### config.mk
export PLATFORM = sky130hd
export DESIGN_NAME = can_sfr_register_map
export DESIGN_NICKNAME = d
export VERILOG_FILES = /design/src/can_sfr_pkg.sv /design/src/can_clock_divider.sv /design/src/can_sfr_register_map.sv
export VERILOG_INCLUDE_DIRS = /design/src
export SDC_FILE = /design/constraint.sdc
export NUM_CORES = 2
export LEC_CHECK = 0
export BUFFER_PORTS_ARGS = -buffer_cell sky130_fd_sc_hd__clkbuf_2
export CAP_MARGIN = 20
export CORE_MARGIN = 10
export CORE_UTILIZATION = 57
export DETAILED_ROUTE_END_ITERATION = 7
export PLACE_DENSITY_LB_ADDON = 0.1
export SYNTH_ARGS = -nofsm -noshare
export SYNTH_HDL_FRONTEND = slang
export SYNTH_SLANG_ARGS = --single-unit
### constraint.sdc
create_clock -name clock -period 3.55 [get_ports clock]
set_input_delay 0.355 -clock clock [delete_from_list [all_inputs] [get_ports clock]]
set_output_delay 0.355 -clock clock [all_outputs]
set_load 0.01 [all_outputs]
### src/can_sfr_consts.svh
// Constants of the CAN byte-register bank: page, addresses, reset values.
// Assumes the including file sits in the same folder.
`ifndef CAN_SFR_CONSTS_SVH
`define CAN_SFR_CONSTS_SVH
// ****************************************
// Page and clock configuration
// ****************************************
`define CAN_PAGE 8'h0c
`define SADR_CFG 8'h92
`define CFG_RESET 2'h0
// ****************************************
// Byte addresses of the low halves
// ****************************************
`define SADR_CTRL 8'hc0
`define SADR_STAT 8'h94
`define SADR_ERR 8'h96
`define SADR_BT 8'h9a
`define SADR_IID 8'h9c
`define SADR_TST 8'h9e
`define SADR_BRPE 8'ha1
`define SADR_A_CR 8'hbe
`define SADR_A_CM 8'hc2
`define SADR_A_M1 8'hc4
`define SADR_A_M2 8'hc6
`define SADR_A_A1 8'hca
`define SADR_A_A2 8'hcc
`define SADR_A_MC 8'hd2
`define SADR_A_DA1 8'hd4
`define SADR_A_DA2 8'hd6
`define SADR_A_DB1 8'hda
`define SADR_A_DB2 8'hdc
`define SADR_B_CR 8'hde
`define SADR_B_CM 8'he2
`define SADR_B_M1 8'hea
`define SADR_B_M2 8'hec
`define SADR_B_A1 8'hee
`define SADR_B_A2 8'hf2
`define SADR_B_MC 8'hce
`define SADR_B_DA1 8'hf6
`define SADR_B_DA2 8'hfa
`define SADR_B_DB1 8'hfc
`define SADR_B_DB2 8'hfe
`define SADR_TR1 8'ha2
`define SADR_TR2 8'ha4
`define SADR_ND1 8'haa
`define SADR_ND2 8'hac
`define SADR_IP1 8'hae
`define SADR_IP2 8'hb2
`define SADR_MV1 8'hba
`define SADR_MV2 8'hbc
// ****************************************
// Core word addresses
// ****************************************
`define CADR_CTRL 8'h00
`define CADR_STAT 8'h02
`define CADR_ERR 8'h04
`define CADR_BT 8'h06
`define CADR_IID 8'h08
`define CADR_TST 8'h0a
`define CADR_BRPE 8'h0c
`define CADR_A_CR 8'h10
`define CADR_A_CM 8'h12
`define CADR_A_M1 8'h14
`define CADR_A_M2 8'h16
`define CADR_A_A1 8'h18
`define CADR_A_A2 8'h1a
`define CADR_A_MC 8'h1c
`define CADR_A_DA1 8'h1e
`define CADR_A_DA2 8'h20
`define CADR_A_DB1 8'h22
`define CADR_A_DB2 8'h24
`define CADR_B_CR 8'h40
`define CADR_B_CM 8'h42
`define CADR_B_M1 8'h44
`define CADR_B_M2 8'h46
`define CADR_B_A1 8'h48
`define CADR_B_A2 8'h4a
`define CADR_B_MC 8'h4c
`define CADR_B_DA1 8'h4e
`define CADR_B_DA2 8'h50
`define CADR_B_DB1 8'h52
`define CADR_B_DB2 8'h54
`define CADR_TR1 8'h80
`define CADR_TR2 8'h82
`define CADR_ND1 8'h90
`define CADR_ND2 8'h92
`define CADR_IP1 8'ha0
`define CADR_IP2 8'ha2
`define CADR_MV1 8'hb0
`define CADR_MV2 8'hb2
// ****************************************
// Reset values and control bits
// ****************************************
`define RST_CTRL 16'h0001
`define RST_BT 16'h2301
`define RST_CR 16'h0001
`define RST_MASK 16'hffff
`define CTRL_CFG_CHANGE_BIT 6
`define CTRL_TEST_BIT 7
`define TST_RX_BIT 7
`endif

### src/can_sfr_pkg.sv
// Types shared by the CAN byte-register bank.
// Assumes nothing beyond a SystemVerilog compiler.
package can_sfr_pkg;
	// Result of decoding one byte address
	typedef struct packed {
		logic       hit;      // Address belongs to the bank
		logic       cfg;      // Clock configuration byte
		logic       ro;       // Word is core state, read only
		logic       wide;     // Word has a high byte
		logic       hi;       // Access is to the high byte
		logic [7:0] can_addr; // Core word address
	} decode_type;
	// Where a pending read takes its byte from
	typedef enum logic [3:0] {
		SRC_LOCAL = 4'b0001,
		SRC_CFG   = 4'b0010,
		SRC_TST   = 4'b0100,
		SRC_CORE  = 4'b1000
	} read_source_type;
endpackage : can_sfr_pkg

### src/can_clock_divider.sv
// Divider that gives the CAN controller clock as a tick on the system clock.
// Assumes select comes from a register on the same clock.
module can_clock_divider
(
	input  wire logic       clock,
	input  wire logic       reset_n,
	input  wire logic       clock_enable,
	input  wire logic [1:0] clock_divide_select,
	output logic            can_clock_tick
);
	logic [2:0] count;      // Cycles since last tick
	logic [2:0] next_count;
	logic       next_tick;
	logic [2:0] last;       // Terminal count for the chosen ratio

	// ****************************************
	// Divide by 1, 2, 4 or 8
	// ****************************************
	// Next count and tick
	always_comb
	begin
		last = 3'((4'h1 << clock_divide_select) - 4'h1);
		if (count >= last)
		begin
			next_count = 3'h0;
			next_tick  = 1'b1;
		end
		else
		begin
			next_count = count + 3'h1;
			next_tick  = 1'b0;
		end
	end

	// Registers, frozen while enable is low
	always_ff @(posedge clock or negedge reset_n)
	begin
		if (!reset_n)
		begin
			count          <= 3'h0;
			can_clock_tick <= 1'b0;
		end
		else if (clock_enable)
		begin
			count          <= next_count;
			can_clock_tick <= next_tick;
		end
	end
endmodule : can_clock_divider

### src/can_sfr_register_map.sv
// Byte-wide register bank that carries the CAN core's word registers.
// Assumes the byte bus and the core run on clock; the receive pin does not.
//
// What this block does
// - Decode bank only on its own page
// - Divider codes give clock over 1,2,4,8
// - Divider register upper six bits read zero
// - ERR, IID and the TR, ND, IP, MV words are read only core state; STAT is stored locally
// - Timing and prescaler writes need config enable
// - Test register writable only in test mode
// - Reset loads the documented word values
// - Each word but CTRL, STAT, TST and BRPE is a low/high byte pair
// - Extra clock configuration byte, resets zero
// - Command request low-byte write starts object transfer
module can_sfr_register_map
	import can_sfr_pkg::*;
(
	input  wire logic        clock,
	input  wire logic        reset_n,
	input  wire logic        clock_enable,
	input  wire logic [7:0]  sfr_page,
	input  wire logic [7:0]  sfr_addr,
	input  wire logic        sfr_write,
	input  wire logic        sfr_read,
	input  wire logic [7:0]  sfr_wdata,
	output logic      [7:0]  sfr_rdata,
	output logic             sfr_rvalid,
	input  wire logic        can_rx_pin,
	input  wire logic [15:0] core_rdata,
	output logic      [7:0]  core_raddr,
	output logic             core_write,
	output logic      [7:0]  core_waddr,
	output logic      [15:0] core_wdata,
	output logic             start_transfer_a,
	output logic             start_transfer_b,
	output logic             can_clock_tick
);
`include "can_sfr_consts.svh"

	// ****************************************
	// Helper functions
	// ****************************************
	// Core word address to storage slot
	function automatic logic [5:0] widx(input logic [7:0] a);
		widx = {a[6], a[5:1]};
	endfunction : widx

	// Match a low byte address
	function automatic decode_type lookup(input logic [7:0] a);
		decode_type d;
		d = '0;
		d.hit = 1'b1;
		d.wide = 1'b1;
		case (a)
			`SADR_CTRL: {d.wide, d.can_addr} = {1'b0, `CADR_CTRL};
			`SADR_STAT: {d.wide, d.can_addr} = {1'b0, `CADR_STAT};
			`SADR_TST: {d.wide, d.can_addr} = {1'b0, `CADR_TST};
			`SADR_BRPE: {d.wide, d.can_addr} = {1'b0, `CADR_BRPE};
			`SADR_ERR: d.can_addr = `CADR_ERR;
			`SADR_BT: d.can_addr = `CADR_BT;
			`SADR_IID: d.can_addr = `CADR_IID;
			`SADR_A_CR: d.can_addr = `CADR_A_CR;
			`SADR_A_CM: d.can_addr = `CADR_A_CM;
			`SADR_A_M1: d.can_addr = `CADR_A_M1;
			`SADR_A_M2: d.can_addr = `CADR_A_M2;
			`SADR_A_A1: d.can_addr = `CADR_A_A1;
			`SADR_A_A2: d.can_addr = `CADR_A_A2;
			`SADR_A_MC: d.can_addr = `CADR_A_MC;
			`SADR_A_DA1: d.can_addr = `CADR_A_DA1;
			`SADR_A_DA2: d.can_addr = `CADR_A_DA2;
			`SADR_A_DB1: d.can_addr = `CADR_A_DB1;
			`SADR_A_DB2: d.can_addr = `CADR_A_DB2;
			`SADR_B_CR: d.can_addr = `CADR_B_CR;
			`SADR_B_CM: d.can_addr = `CADR_B_CM;
			`SADR_B_M1: d.can_addr = `CADR_B_M1;
			`SADR_B_M2: d.can_addr = `CADR_B_M2;
			`SADR_B_A1: d.can_addr = `CADR_B_A1;
			`SADR_B_A2: d.can_addr = `CADR_B_A2;
			`SADR_B_MC: d.can_addr = `CADR_B_MC;
			`SADR_B_DA1: d.can_addr = `CADR_B_DA1;
			`SADR_B_DA2: d.can_addr = `CADR_B_DA2;
			`SADR_B_DB1: d.can_addr = `CADR_B_DB1;
			`SADR_B_DB2: d.can_addr = `CADR_B_DB2;
			`SADR_TR1: d.can_addr = `CADR_TR1;
			`SADR_TR2: d.can_addr = `CADR_TR2;
			`SADR_ND1: d.can_addr = `CADR_ND1;
			`SADR_ND2: d.can_addr = `CADR_ND2;
			`SADR_IP1: d.can_addr = `CADR_IP1;
			`SADR_IP2: d.can_addr = `CADR_IP2;
			`SADR_MV1: d.can_addr = `CADR_MV1;
			`SADR_MV2: d.can_addr = `CADR_MV2;
			default: d = '0;
		endcase
		lookup = d;
	endfunction : lookup

	// Full decode: low byte, else high byte of a wide word
	function automatic decode_type decode(input logic [7:0] a);
		decode_type d;
		d = lookup(a);
		if (!d.hit)
		begin
			d = lookup(a - 8'h01);
			d.hit = d.hit && d.wide;
			d.hi = 1'b1;
		end
		if (a == `SADR_CFG)
		begin
			d = '0;
			d.hit = 1'b1;
			d.cfg = 1'b1;
		end
		d.ro = d.hit && !d.cfg && (d.can_addr == `CADR_ERR
			|| d.can_addr == `CADR_IID || d.can_addr[7]);
		decode = d;
	endfunction : decode

	// Reset value of a storage slot
	function automatic logic [15:0] reset_word(input logic [5:0] i);
		case (i)
			widx(`CADR_CTRL): reset_word = `RST_CTRL;
			widx(`CADR_BT): reset_word = `RST_BT;
			widx(`CADR_A_CR), widx(`CADR_B_CR): reset_word = `RST_CR;
			widx(`CADR_A_M1), widx(`CADR_A_M2): reset_word = `RST_MASK;
			widx(`CADR_B_M1), widx(`CADR_B_M2): reset_word = `RST_MASK;
			default: reset_word = 16'h0000;
		endcase
	endfunction : reset_word

	// Byte of a word
	function automatic logic [7:0] pick(input logic [15:0] w, input logic hi);
		pick = hi ? w[15:8] : w[7:0];
	endfunction : pick

	// ****************************************
	// Decode and storage
	// ****************************************
	logic [15:0] words [0:63];      // Writable core words
	logic [15:0] next_words [0:63];
	logic [1:0]  div_sel;           // Clock divide select
	logic [1:0]  next_div_sel;
	decode_type  dec;               // Current access decode
	logic [5:0]  idx;               // Slot of current access
	logic        sel_hit;           // Access on our page and mapped
	logic        config_change_enable; // Config change enable
	logic        test_en;           // Test mode enable
	logic        locked;            // Word refuses writes now
	logic        rx_meta;           // Receive pin first stage
	logic        rx_sync;           // Receive pin, synchronised
	logic        next_core_write;
	logic [7:0]  next_core_waddr;
	logic [15:0] next_core_wdata;
	logic        next_start_a;
	logic        next_start_b;

	assign dec     = decode(sfr_addr);
	assign idx     = widx(dec.can_addr);
	assign sel_hit = (sfr_page == `CAN_PAGE) && dec.hit;
	assign config_change_enable = words[widx(`CADR_CTRL)][`CTRL_CFG_CHANGE_BIT];
	assign test_en = words[widx(`CADR_CTRL)][`CTRL_TEST_BIT];
	assign locked  = ((idx == widx(`CADR_BT) || idx == widx(`CADR_BRPE))
		&& !config_change_enable)
		|| (idx == widx(`CADR_TST) && !test_en);

	// ****************************************
	// Write path
	// ****************************************
	// Next storage, mirror write and transfer starts
	always_comb
	begin
		logic [15:0] merged;
		merged          = words[idx];
		next_words      = words;
		next_div_sel    = div_sel;
		next_core_write = 1'b0;
		next_core_waddr = core_waddr;
		next_core_wdata = core_wdata;
		next_start_a    = 1'b0;
		next_start_b    = 1'b0;
		if (sfr_write && sel_hit)
		begin
			if (dec.cfg)
				next_div_sel = sfr_wdata[1:0];
			else if (!dec.ro && !locked)
			begin
				// Byte lands in its half of the word
				if (dec.hi)
					merged[15:8] = sfr_wdata;
				else
					merged[7:0] = sfr_wdata;
				next_words[idx] = merged;
				next_core_write = 1'b1;
				next_core_waddr = dec.can_addr;
				next_core_wdata = merged;
				// Object number written into a request word
				next_start_a = (dec.can_addr == `CADR_A_CR) && !dec.hi;
				next_start_b = (dec.can_addr == `CADR_B_CR) && !dec.hi;
			end
		end
	end

	// Storage registers
	always_ff @(posedge clock or negedge reset_n)
	begin
		if (!reset_n)
		begin
			for (int i = 0; i < 64; i++)
				words[i] <= reset_word(6'(i));
			div_sel          <= `CFG_RESET;
			core_write       <= 1'b0;
			core_waddr       <= 8'h00;
			core_wdata       <= 16'h0000;
			start_transfer_a <= 1'b0;
			start_transfer_b <= 1'b0;
		end
		else if (clock_enable)
		begin
			words            <= next_words;
			div_sel          <= next_div_sel;
			core_write       <= next_core_write;
			core_waddr       <= next_core_waddr;
			core_wdata       <= next_core_wdata;
			start_transfer_a <= next_start_a;
			start_transfer_b <= next_start_b;
		end
	end

	// ****************************************
	// Receive pin synchroniser
	// ****************************************
	logic next_rx_meta;
	logic next_rx_sync;

	// Two stages before use
	always_comb
	begin
		next_rx_meta = can_rx_pin;
		next_rx_sync = rx_meta;
	end

	// Synchroniser registers
	always_ff @(posedge clock or negedge reset_n)
	begin
		if (!reset_n)
		begin
			rx_meta <= 1'b1;
			rx_sync <= 1'b1;
		end
		else if (clock_enable)
		begin
			rx_meta <= next_rx_meta;
			rx_sync <= next_rx_sync;
		end
	end

	// ****************************************
	// Read path, answer two edges after request
	// ****************************************
	logic            rd_pend;      // Read waiting for its data
	logic            next_rd_pend;
	read_source_type rd_src;       // Source of pending read
	read_source_type next_rd_src;
	logic            rd_hi;        // Pending read wants high byte
	logic            next_rd_hi;
	logic [5:0]      rd_idx;       // Slot of pending read
	logic [5:0]      next_rd_idx;
	logic [7:0]      next_core_raddr;
	logic [7:0]      next_rdata;
	logic            next_rvalid;

	// Capture request, then select the byte
	always_comb
	begin
		next_rd_pend    = sfr_read && sel_hit;
		next_rd_src     = rd_src;
		next_rd_hi      = rd_hi;
		next_rd_idx     = rd_idx;
		next_core_raddr = core_raddr;
		if (next_rd_pend)
		begin
			next_rd_hi      = dec.hi;
			next_rd_idx     = idx;
			next_core_raddr = dec.can_addr;
			if (dec.cfg)
				next_rd_src = SRC_CFG;
			else if (dec.ro)
				next_rd_src = SRC_CORE;
			else if (idx == widx(`CADR_TST))
				next_rd_src = SRC_TST;
			else
				next_rd_src = SRC_LOCAL;
		end
		next_rvalid = rd_pend;
		next_rdata  = sfr_rdata;
		if (rd_pend)
		begin
			case (rd_src)
				SRC_CFG: next_rdata = {6'h00, div_sel};
				SRC_CORE: next_rdata = pick(core_rdata, rd_hi);
				SRC_TST: next_rdata = {rx_sync, words[rd_idx][6:0]};
				SRC_LOCAL: next_rdata = pick(words[rd_idx], rd_hi);
				default: next_rdata = 8'h00;
			endcase
		end
	end

	// Read registers
	always_ff @(posedge clock or negedge reset_n)
	begin
		if (!reset_n)
		begin
			rd_pend    <= 1'b0;
			rd_src     <= SRC_LOCAL;
			rd_hi      <= 1'b0;
			rd_idx     <= 6'h00;
			core_raddr <= 8'h00;
			sfr_rdata  <= 8'h00;
			sfr_rvalid <= 1'b0;
		end
		else if (clock_enable)
		begin
			rd_pend    <= next_rd_pend;
			rd_src     <= next_rd_src;
			rd_hi      <= next_rd_hi;
			rd_idx     <= next_rd_idx;
			core_raddr <= next_core_raddr;
			sfr_rdata  <= next_rdata;
			sfr_rvalid <= next_rvalid;
		end
	end

	// ****************************************
	// Controller clock divider
	// ****************************************
	can_clock_divider can_clock_divider_i
	(
		.clock               (clock),
		.reset_n             (reset_n),
		.clock_enable        (clock_enable),
		.clock_divide_select (div_sel),
		.can_clock_tick      (can_clock_tick)
	);
endmodule : can_sfr_register_map

### After elaboration in Yosys (flattened, before gate mapping)

Cells that the tools add are included.

| operators by class | value |
|---|---|
| multiply operators | 0 |
| divide/modulo/power cells | 0 |
| shifts and indexed selects | 1 |
| bitwise operators | 3 |
| magnitude comparators | 4 |
| mux-type cells | 44 |
| reductions and logical operators | 30 |
| equality and inequality tests | 87 |
| add/sub/neg operators | 3 |

Operators by type and width:

| operator | number |
|---|---|
| $bwmux W1024 | 1 |
| $eq A8 B8 Y1 const B | 75 |
| $pmux W8 S36 | 2 |
| $bmux W16 S6 | 2 |
| $demux W16 S6 | 1 |
| $mux W16 | 5 |
| $mux W8 | 10 |
| $reduce_or A37 Y1 | 2 |
| $reduce_or A33 Y1 | 2 |
| $pmux W8 S4 | 1 |
| $mux W13 | 2 |
| $eq A8 B4 Y1 const B | 2 |
| $mux W3 | 5 |
| $ge A7 B7 Y1 const B | 2 |
| $not A6 Y7 | 2 |
| $mux W1 | 13 |
| $eq A6 B3 Y1 const B | 2 |
| $logic_and A1 B1 Y1 | 12 |
| $eq A8 B3 Y1 const B | 1 |
| $eq A8 B5 Y1 const B | 1 |
| $eq A8 B7 Y1 const B | 1 |
| $mux W4 | 2 |
| $sub A8 B1 Y8 const B | 1 |
| $lt A7 B1 Y1 const B | 1 |
| other kinds (15) | 24 |

| word-level totals | value |
|---|---|
| register bits after elaboration | 1088 |
| output and inout port bits | 45 |
| memories kept | 0 |
| bits in writable memories | 0 |
| memory bits (read-only) | 0 |
| latch bits | 0 |

### Longest topological paths before layout

| logic depth | value |
|---|---|
| word-level depth | 18 |
| mapped depth | 23 |

### Cells and area by module

Synthesis repeated with hierarchy kept, for this count alone.

| unflattened totals | value |
|---|---|
| cell total of the unflattened synthesis | 4823 |
| area total of the unflattened synthesis | 53263.6 um^2 |

Modules (own cells, without submodules):

| module | area each (um^2) | instances | cells an instance |
|---|---|---|---|
| can_sfr_register_map | 53010.8 | 1 | 4797 |
| can_clock_divider | 252.7 | 1 | 26 |

### Worst setup path before layout

No wires, ideal clock.

| timing | value |
|---|---|
| path kind | input -> register |
| start | in sfr_addr[2] |
| end | reg words[338] (netlist name) |
| path buffers | 6 |
| cell stages on the path | 18 |
| required time | 3.425 ns |
| arrival | 4.177 ns |
| setup slack | -0.752 ns |
| path through | buf_2 buf_4 and4b_1 nor4_2 o211a_1 o2111ai_2 buf_6 o31a_2 nor2_4 buf_6 buf_6 mux2_1 a22oi_1 o22ai_1 a2111oi_1 a41oi_1 buf_2 mux2_2 |

| on the way | value |
|---|---|
| word-level cells in the longest chain between the ends | 14 |
| elaborated cells on any way between the ends | 124 |
| classes of those cells | 1 x add/sub; 2 x order compare; 80 x eq/ne; 19 x mux; 2 x bitwise; 20 x reduce/logical |

Ends and longest elaborated chain:

| what | line | text |
|---|---|---|
| start, declared | can_sfr_register_map.sv:22 | `input wire logic [7:0] sfr_addr,` |
| $sub A8 B1 Y8 or $eq A8 B8 Y1 (tied branches) | can_sfr_register_map.sv:103, can_sfr_register_map.sv:54 |  |
| $eq A8 B8 Y1 or $reduce_or A37 Y1 (tied branches) | -- |  |
| $pmux W8 S36 or $mux W3 (tied branches) | can_sfr_register_map.sv:54 | `case (a)` |
| $mux W13 | can_sfr_register_map.sv:101 | `if (!d.hit)` |
| $mux W13 (*) | can_sfr_register_map.sv:107 | `` if (a == `SADR_CFG) `` |
| $not A6 Y7 (implied by the code) | can_sfr_register_map.sv:172, can_sfr_register_map.sv:191 |  |
| $bmux W16 S6 | can_sfr_register_map.sv:172 | `merged = words[idx];` |
| $mux W16 (implied by the code) (2 in series) | can_sfr_register_map.sv:172 |  |
| $mux W8 | can_sfr_register_map.sv:187 | `if (dec.hi)` |
| $mux W8 | can_sfr_register_map.sv:184 | `else if (!dec.ro && !locked)` |
| $mux W8 | can_sfr_register_map.sv:182 | `if (dec.cfg)` |
| $mux W8 | can_sfr_register_map.sv:180 | `if (sfr_write && sel_hit)` |
| $bwmux W1024 | can_sfr_register_map.sv:191 | `next_words[idx] = merged;` |
| end signal, assigned by index | can_sfr_register_map.sv:208 | `words[i] <= reset_word(6'(i));` |
| end signal, assigned | can_sfr_register_map.sv:218 | `words <= next_words;` |
| end, declared | can_sfr_register_map.sv:138 | `logic [15:0] words [0:63];` |

Mark *: on every way between the ends. The rest lies on a longest branch, timed or not. The select of a mux whose other input is x is not followed.
A chain may end at the register's enable or synchronous reset.

### Worst setup path in the final report

| timing | value |
|---|---|
| start | in sfr_addr[4] |
| end | reg words[407] (netlist name) |

Same word-level chain as after synthesis.

==> run summary <==
The tools report the hold path startpoint as sfr_wdata[4]. At the worst endpoint, the arrival time is 4.66 ns. The placement row count is 110, and the maximum number of buffers from clock root to sink is 3. The number of flops mapped to enable cells by yosys is 0.

At the pin with the least slew margin, the transition time is 1.05 ns. The aggregate global routing overflow was 0; the final-report max-slew violation count was 0. The floorplan die height was 321 um; the count of unique library cells instantiated by Yosys was 100. The weighted congestion at the end of routability-driven global placement is 1.00, and the initial antenna violation count is 11. TritonCTS built the clock tree. Classification of the worst-slack hold path: in -> reg. After detailed routing, the number of vias per cell comes to 6.98.

In this run the remaining antenna-violating nets after routing total 0. The run gives 0.00796 W as the switching power total. A synthesized cell averages 11.5 um2.

The leakage component of the power is 29.6 nW, and the proportion of power drawn by flip-flops and latches is 42.0%. The logs give 52.6% for the part of the Yosys area used for sequential elements and 5530 for the count of filler cells inserted in the layout. The biggest area contributor in the post-synthesis netlist is sky130_fd_sc_hd__dfrtp_1. After clock tree synthesis, the clock-pin slew on the worst setup and hold paths is 0.06 ns.

The register bit count reported by yosys is 1080. The tools report the hold violation count in the final report as 0. Setup repair after global routing could not meet its margin everywhere. CTS saw 1080 sinks.

The logs give 39.1% for the overall global routing resource usage and 405 for the final number of setup-violating endpoints. The buffer type at the clock tree root was sky130_fd_sc_hd__clkbuf_16. Cells with a size suffix above 1 make up 48.4% of the layout. Counting instances, the worst hold path has a depth of 3. The share of synthesized area in the top cell type comes to 48.8%.

The endpoint identified for the worst register-to-register timing path is sfr_rdata[0]$_DFFE_PN0P_. The switching share of power was 27.0%; the effective utilization at floorplan was 57.4%. The run gives 0 as the detailed-route DRC error count.

Before antenna repair, the detailed router went through 6 iterations. Max-cap violations in this run came to 0. The setup skew after layout was 0.0577 ns; the horizontal die dimension was 321 um. In this run the number of H-tree levels came out at 3. The part of the total power dissipated in the clock network was 41.7%. The gate count after technology mapping is 4469. Number of nets in the finished design: 4745.

The region available for standard cell placement spans 89900 um2. Relative to the synthesized area, the layout overhead comes to 31.4%. The peak supply drop is 0.429 mV, and the highest achievable clock rate is 247 MHz. The endpoint required time on the critical path is 4.16 ns, and the final worst-path cycle share is 114%.

The checks that failed: setup timing. For this design the top-level I/O count stands at 91. In the post-synthesis netlist, the biggest area contributors are sky130_fd_sc_hd__dfrtp_1 (49%), sky130_fd_sc_hd__mux4_2 (15%), sky130_fd_sc_hd__clkbuf_1 (5.8%). The worst path in the final design needs a cycle of 4.05 ns, including I/O delays and setup. Dividing total power by cell area gives a power density of 435 nW/um2. The total internal power is 0.0215 W, and the first-pass GRT wire length is 291000 um.

Clock tree synthesis inserted a total of 111 buffers. The setup check on the worst reg-to-reg path leaves a slack of 0 ns. The length in cells of the worst reg-to-reg path is 8, and the worst slack after detailed placement is -1.68 ns. The proportion of register bits with asynchronous set or reset after synthesis was 100%; the pin count of the biggest net entering global routing was 88. The via count of the first global-routing pass was 40900. The flow ran to the end, but the final reports show violations. For this block, the routed nets add up to 214000 um of wire.

The start-to-end type of the worst setup path is in -> reg. The initial DRC count came out at 6143. In this run the tightest slew margin relative to its limit is 30.3%. Dominant register cell in the synthesized netlist: sky130_fd_sc_hd__dfrtp_1. After layout, the design draws a total of 0.0295 W. Final setup slack of the worst path: -0.497 ns. The worst setup path is launched from a primary input.

The cell area that synthesis handed to floorplanning was 51600 um2. For hold timing, the worst endpoint is words[996]$_DFFE_PN0P_. The tools report the category of the worst setup path capture point as a flop. The share of total power dissipated in combinational logic is 16.3%.

In this run the critical register-to-register path is launched from rd_idx[0]$_DFFE_PN0P_. The clock latency at the later pin of the worst-skew pair came out at 0.76 ns. The die outline area came out at 103000 um2. The largest fanout on the critical path is 7. The port buffer count was 88; the average wire per standard cell was 35.8 um. The detailed-placement wirelength estimate is 138000 um, and the routed via count is 41700. For the count of synthesis-stage warnings from yosys, the log shows 0.
state kept, by name, summed over array words and instances (netlist names), 2 cells and up:
| register | cells |
|---|---|
| can_clock_divider_i.count | 3 |
| rd_idx | 5 |
| core_wdata | 16 |
| div_sel | 2 |
| words | 1022 |
| core_raddr | 2 |
| core_waddr | 7 |
| sfr_rdata | 8 |
| rd_src | 4 |
worst max-delay path, stage by stage:
cell                        delay (ns)
sky130_fd_sc_hd__buf_6            0.11
sky130_fd_sc_hd__clkbuf_16        0.15
sky130_fd_sc_hd__and4b_2          0.23
sky130_fd_sc_hd__nor4_4           0.32
sky130_fd_sc_hd__o211a_1          0.26
sky130_fd_sc_hd__o2111ai_4        0.22
sky130_fd_sc_hd__buf_6            0.20
sky130_fd_sc_hd__o31a_1           0.27
sky130_fd_sc_hd__buf_12           0.14
sky130_fd_sc_hd__nor2_4           0.12
sky130_fd_sc_hd__buf_6            0.14
sky130_fd_sc_hd__buf_12           0.12
sky130_fd_sc_hd__buf_6            0.10
sky130_fd_sc_hd__a211oi_4         0.06
sky130_fd_sc_hd__o21ai_4          0.16
sky130_fd_sc_hd__buf_6            0.12
sky130_fd_sc_hd__nand4b_1         0.24
sky130_fd_sc_hd__buf_6            0.22
sky130_fd_sc_hd__buf_12           0.12
sky130_fd_sc_hd__or3_4            0.50
sky130_fd_sc_hd__buf_12           0.22
sky130_fd_sc_hd__o31ai_4          0.25
cell usage in the layout, fill, tap and decap left out, types with 18 or more instances in the layout:
cell type and count:
sky130_fd_sc_hd__dfrtp_1 1001, sky130_fd_sc_hd__buf_4 609, sky130_fd_sc_hd__nand2_1 520, sky130_fd_sc_hd__mux4_2 336, sky130_fd_sc_hd__o21ai_2 198, sky130_fd_sc_hd__buf_6 167
sky130_fd_sc_hd__buf_12 146, sky130_fd_sc_hd__clkbuf_16 133, sky130_fd_sc_hd__mux2i_1 121, sky130_fd_sc_hd__o21ai_0 93, sky130_fd_sc_hd__a21oi_1 91, sky130_fd_sc_hd__nor2_1 82
sky130_fd_sc_hd__clkbuf_2 80, sky130_fd_sc_hd__dfstp_2 74, sky130_fd_sc_hd__mux2_2 65, sky130_fd_sc_hd__o31ai_4 47, sky130_fd_sc_hd__mux2_4 47, sky130_fd_sc_hd__o21ai_1 44
sky130_fd_sc_hd__nand3_1 44, sky130_fd_sc_hd__a21oi_2 37, sky130_fd_sc_hd__clkbuf_1 36, sky130_fd_sc_hd__o22ai_1 34, sky130_fd_sc_hd__a22oi_1 34, sky130_fd_sc_hd__a22o_1 29
sky130_fd_sc_hd__buf_8 29, sky130_fd_sc_hd__o31ai_1 24, sky130_fd_sc_hd__nor3_1 22, sky130_fd_sc_hd__o221ai_1 22, sky130_fd_sc_hd__clkbuf_8 18, sky130_fd_sc_hd__buf_16 18
final cells by class:
cell class | instances | area, um2 | area share (%)
sequential | 1080 | 27100 | 40.0
multi-input combinational | 2408 | 23900 | 35.3
timing repair buffer | 1078 | 11300 | 16.7
clock buffer | 165 | 3170 | 4.68
tap | 1176 | 1470 | 2.17
clock inverter | 44 | 678 | 1.00
inverter | 16 | 60.1 | 0.0886
antenna | 5 | 12.5 | 0.0185
cells by family (layout without fill, tap and decap cells):
group                    after synthesis  count (layout)  share of synthesized area [%]
AO/OA/AOI/OAI                        937             937                           12.1
adder cells (fa/ha/maj)                4               4                         0.0970
AND/OR/NAND/NOR                      876             876                           7.72
XOR/XNOR                               8               8                          0.136
other                                  1               7                        0.00727
buffers and inverters                982            1303                           7.71
multiplexers                         581             581                           19.7
flip-flops                          1080            1080                           52.6
power by group through the flow:
stage	Sequential [W]	Combinational [W]	Clock (W)
6_report	0.0124	0.00481	0.0123
5_1_grt	0.0124	0.00484	0.0129
4_1_cts	0.0124	0.00397	0.0124
3_5_place_dp	0.0126	0.00312	0
3_3_place_gp	0.0126	0.00309	0
2_1_floorplan	0.0126	0.00113	0
routing by layer:
metal | vias to the layer above | wire length [um] | GRT usage [%]
li1 | 16400 | - | -
met1 | 20800 | 74500 | 49.8
met3 | 1146 | 29000 | 13.3
met4 | 16 | 21100 | 27.5
met5 | - | 165 | 0
met2 | 3354 | 88800 | 56.0
worst max path at each step:
| stage | start | to | slack (ns) | cells after the start |
|---|---|---|---|---|
| 3_5_place_dp | sfr_addr[4] | words[802]$_DFFE_PN0P_ | -1.68 | 17 |
| 3_3_place_gp | sfr_addr[1] | core_wdata[12]$_DFFE_PN0P_ | -1.79 | 19 |
| 4_1_cts | sfr_addr[2] | words[337]$_DFFE_PN0P_ | -0.27 | 23 |
| 5_1_grt | sfr_addr[3] | words[407]$_DFFE_PN0P_ | -0.54 | 22 |
| 2_1_floorplan | sfr_addr[2] | words[498]$_DFFE_PN0P_ | -0.57 | 18 |
| 6_report | sfr_addr[4] | words[407]$_DFFE_PN0P_ | -0.50 | 22 |
per-stage QoR:
stage	instances	hold slack [ns]	utilization (%)	cell area, um2	setup TNS [ns]
floorplan	4470	0.0594	-	51700	-159.66
global placement	5462	0.360	62.7	56300	-638.61
detailed placement	5462	0.362	62.7	56300	-610.36
CTS	5848	0.0204	71.3	64100	-68.49
global route	5968	0.0646	75.4	67800	-132.74
finish	5972	0.0287	75.4	67800	-107.36
repair_timing:
| item | CTS | global route |
|---|---|---|
| resized for setup | 504 | 754 |
| cloned | 30 | 29 |
| setup endpoints to repair | 425 | 425 |
| hold buffers | 2 | 0 |
| pin swaps | 155 | 243 |
| hold endpoints to repair | 64 | 0 |
| buffers inserted | 158 | 119 |
Yosys cell counts, types with 11 or more instances:
| cell type | number |
|---|---|
| sky130_fd_sc_hd__a211oi_1 | 26 |
| sky130_fd_sc_hd__a21oi_1 | 131 |
| sky130_fd_sc_hd__a221oi_1 | 32 |
| sky130_fd_sc_hd__a222oi_1 | 12 |
| sky130_fd_sc_hd__a22o_1 | 31 |
| sky130_fd_sc_hd__a22oi_1 | 50 |
| sky130_fd_sc_hd__a31oi_1 | 16 |
| sky130_fd_sc_hd__and3_1 | 20 |
| sky130_fd_sc_hd__buf_1 | 28 |
| sky130_fd_sc_hd__buf_2 | 97 |
| sky130_fd_sc_hd__buf_4 | 27 |
| sky130_fd_sc_hd__clkbuf_1 | 804 |
| sky130_fd_sc_hd__dfrtp_1 | 1006 |
| sky130_fd_sc_hd__dfstp_2 | 74 |
| sky130_fd_sc_hd__inv_1 | 16 |
| sky130_fd_sc_hd__mux2_2 | 110 |
| sky130_fd_sc_hd__mux2i_1 | 129 |
| sky130_fd_sc_hd__mux4_2 | 336 |
| sky130_fd_sc_hd__nand2_1 | 550 |
| sky130_fd_sc_hd__nand2b_1 | 11 |
| sky130_fd_sc_hd__nand3_1 | 45 |
| sky130_fd_sc_hd__nand4_1 | 11 |
| sky130_fd_sc_hd__nor2_1 | 108 |
| sky130_fd_sc_hd__nor3_1 | 27 |
| sky130_fd_sc_hd__o211ai_1 | 15 |
| sky130_fd_sc_hd__o21ai_0 | 318 |
| sky130_fd_sc_hd__o21ai_1 | 23 |
| sky130_fd_sc_hd__o221ai_1 | 25 |
| sky130_fd_sc_hd__o22ai_1 | 41 |
| sky130_fd_sc_hd__o2bb2ai_1 | 13 |
| sky130_fd_sc_hd__o31ai_1 | 80 |
(Power assumes the default switching activity.)
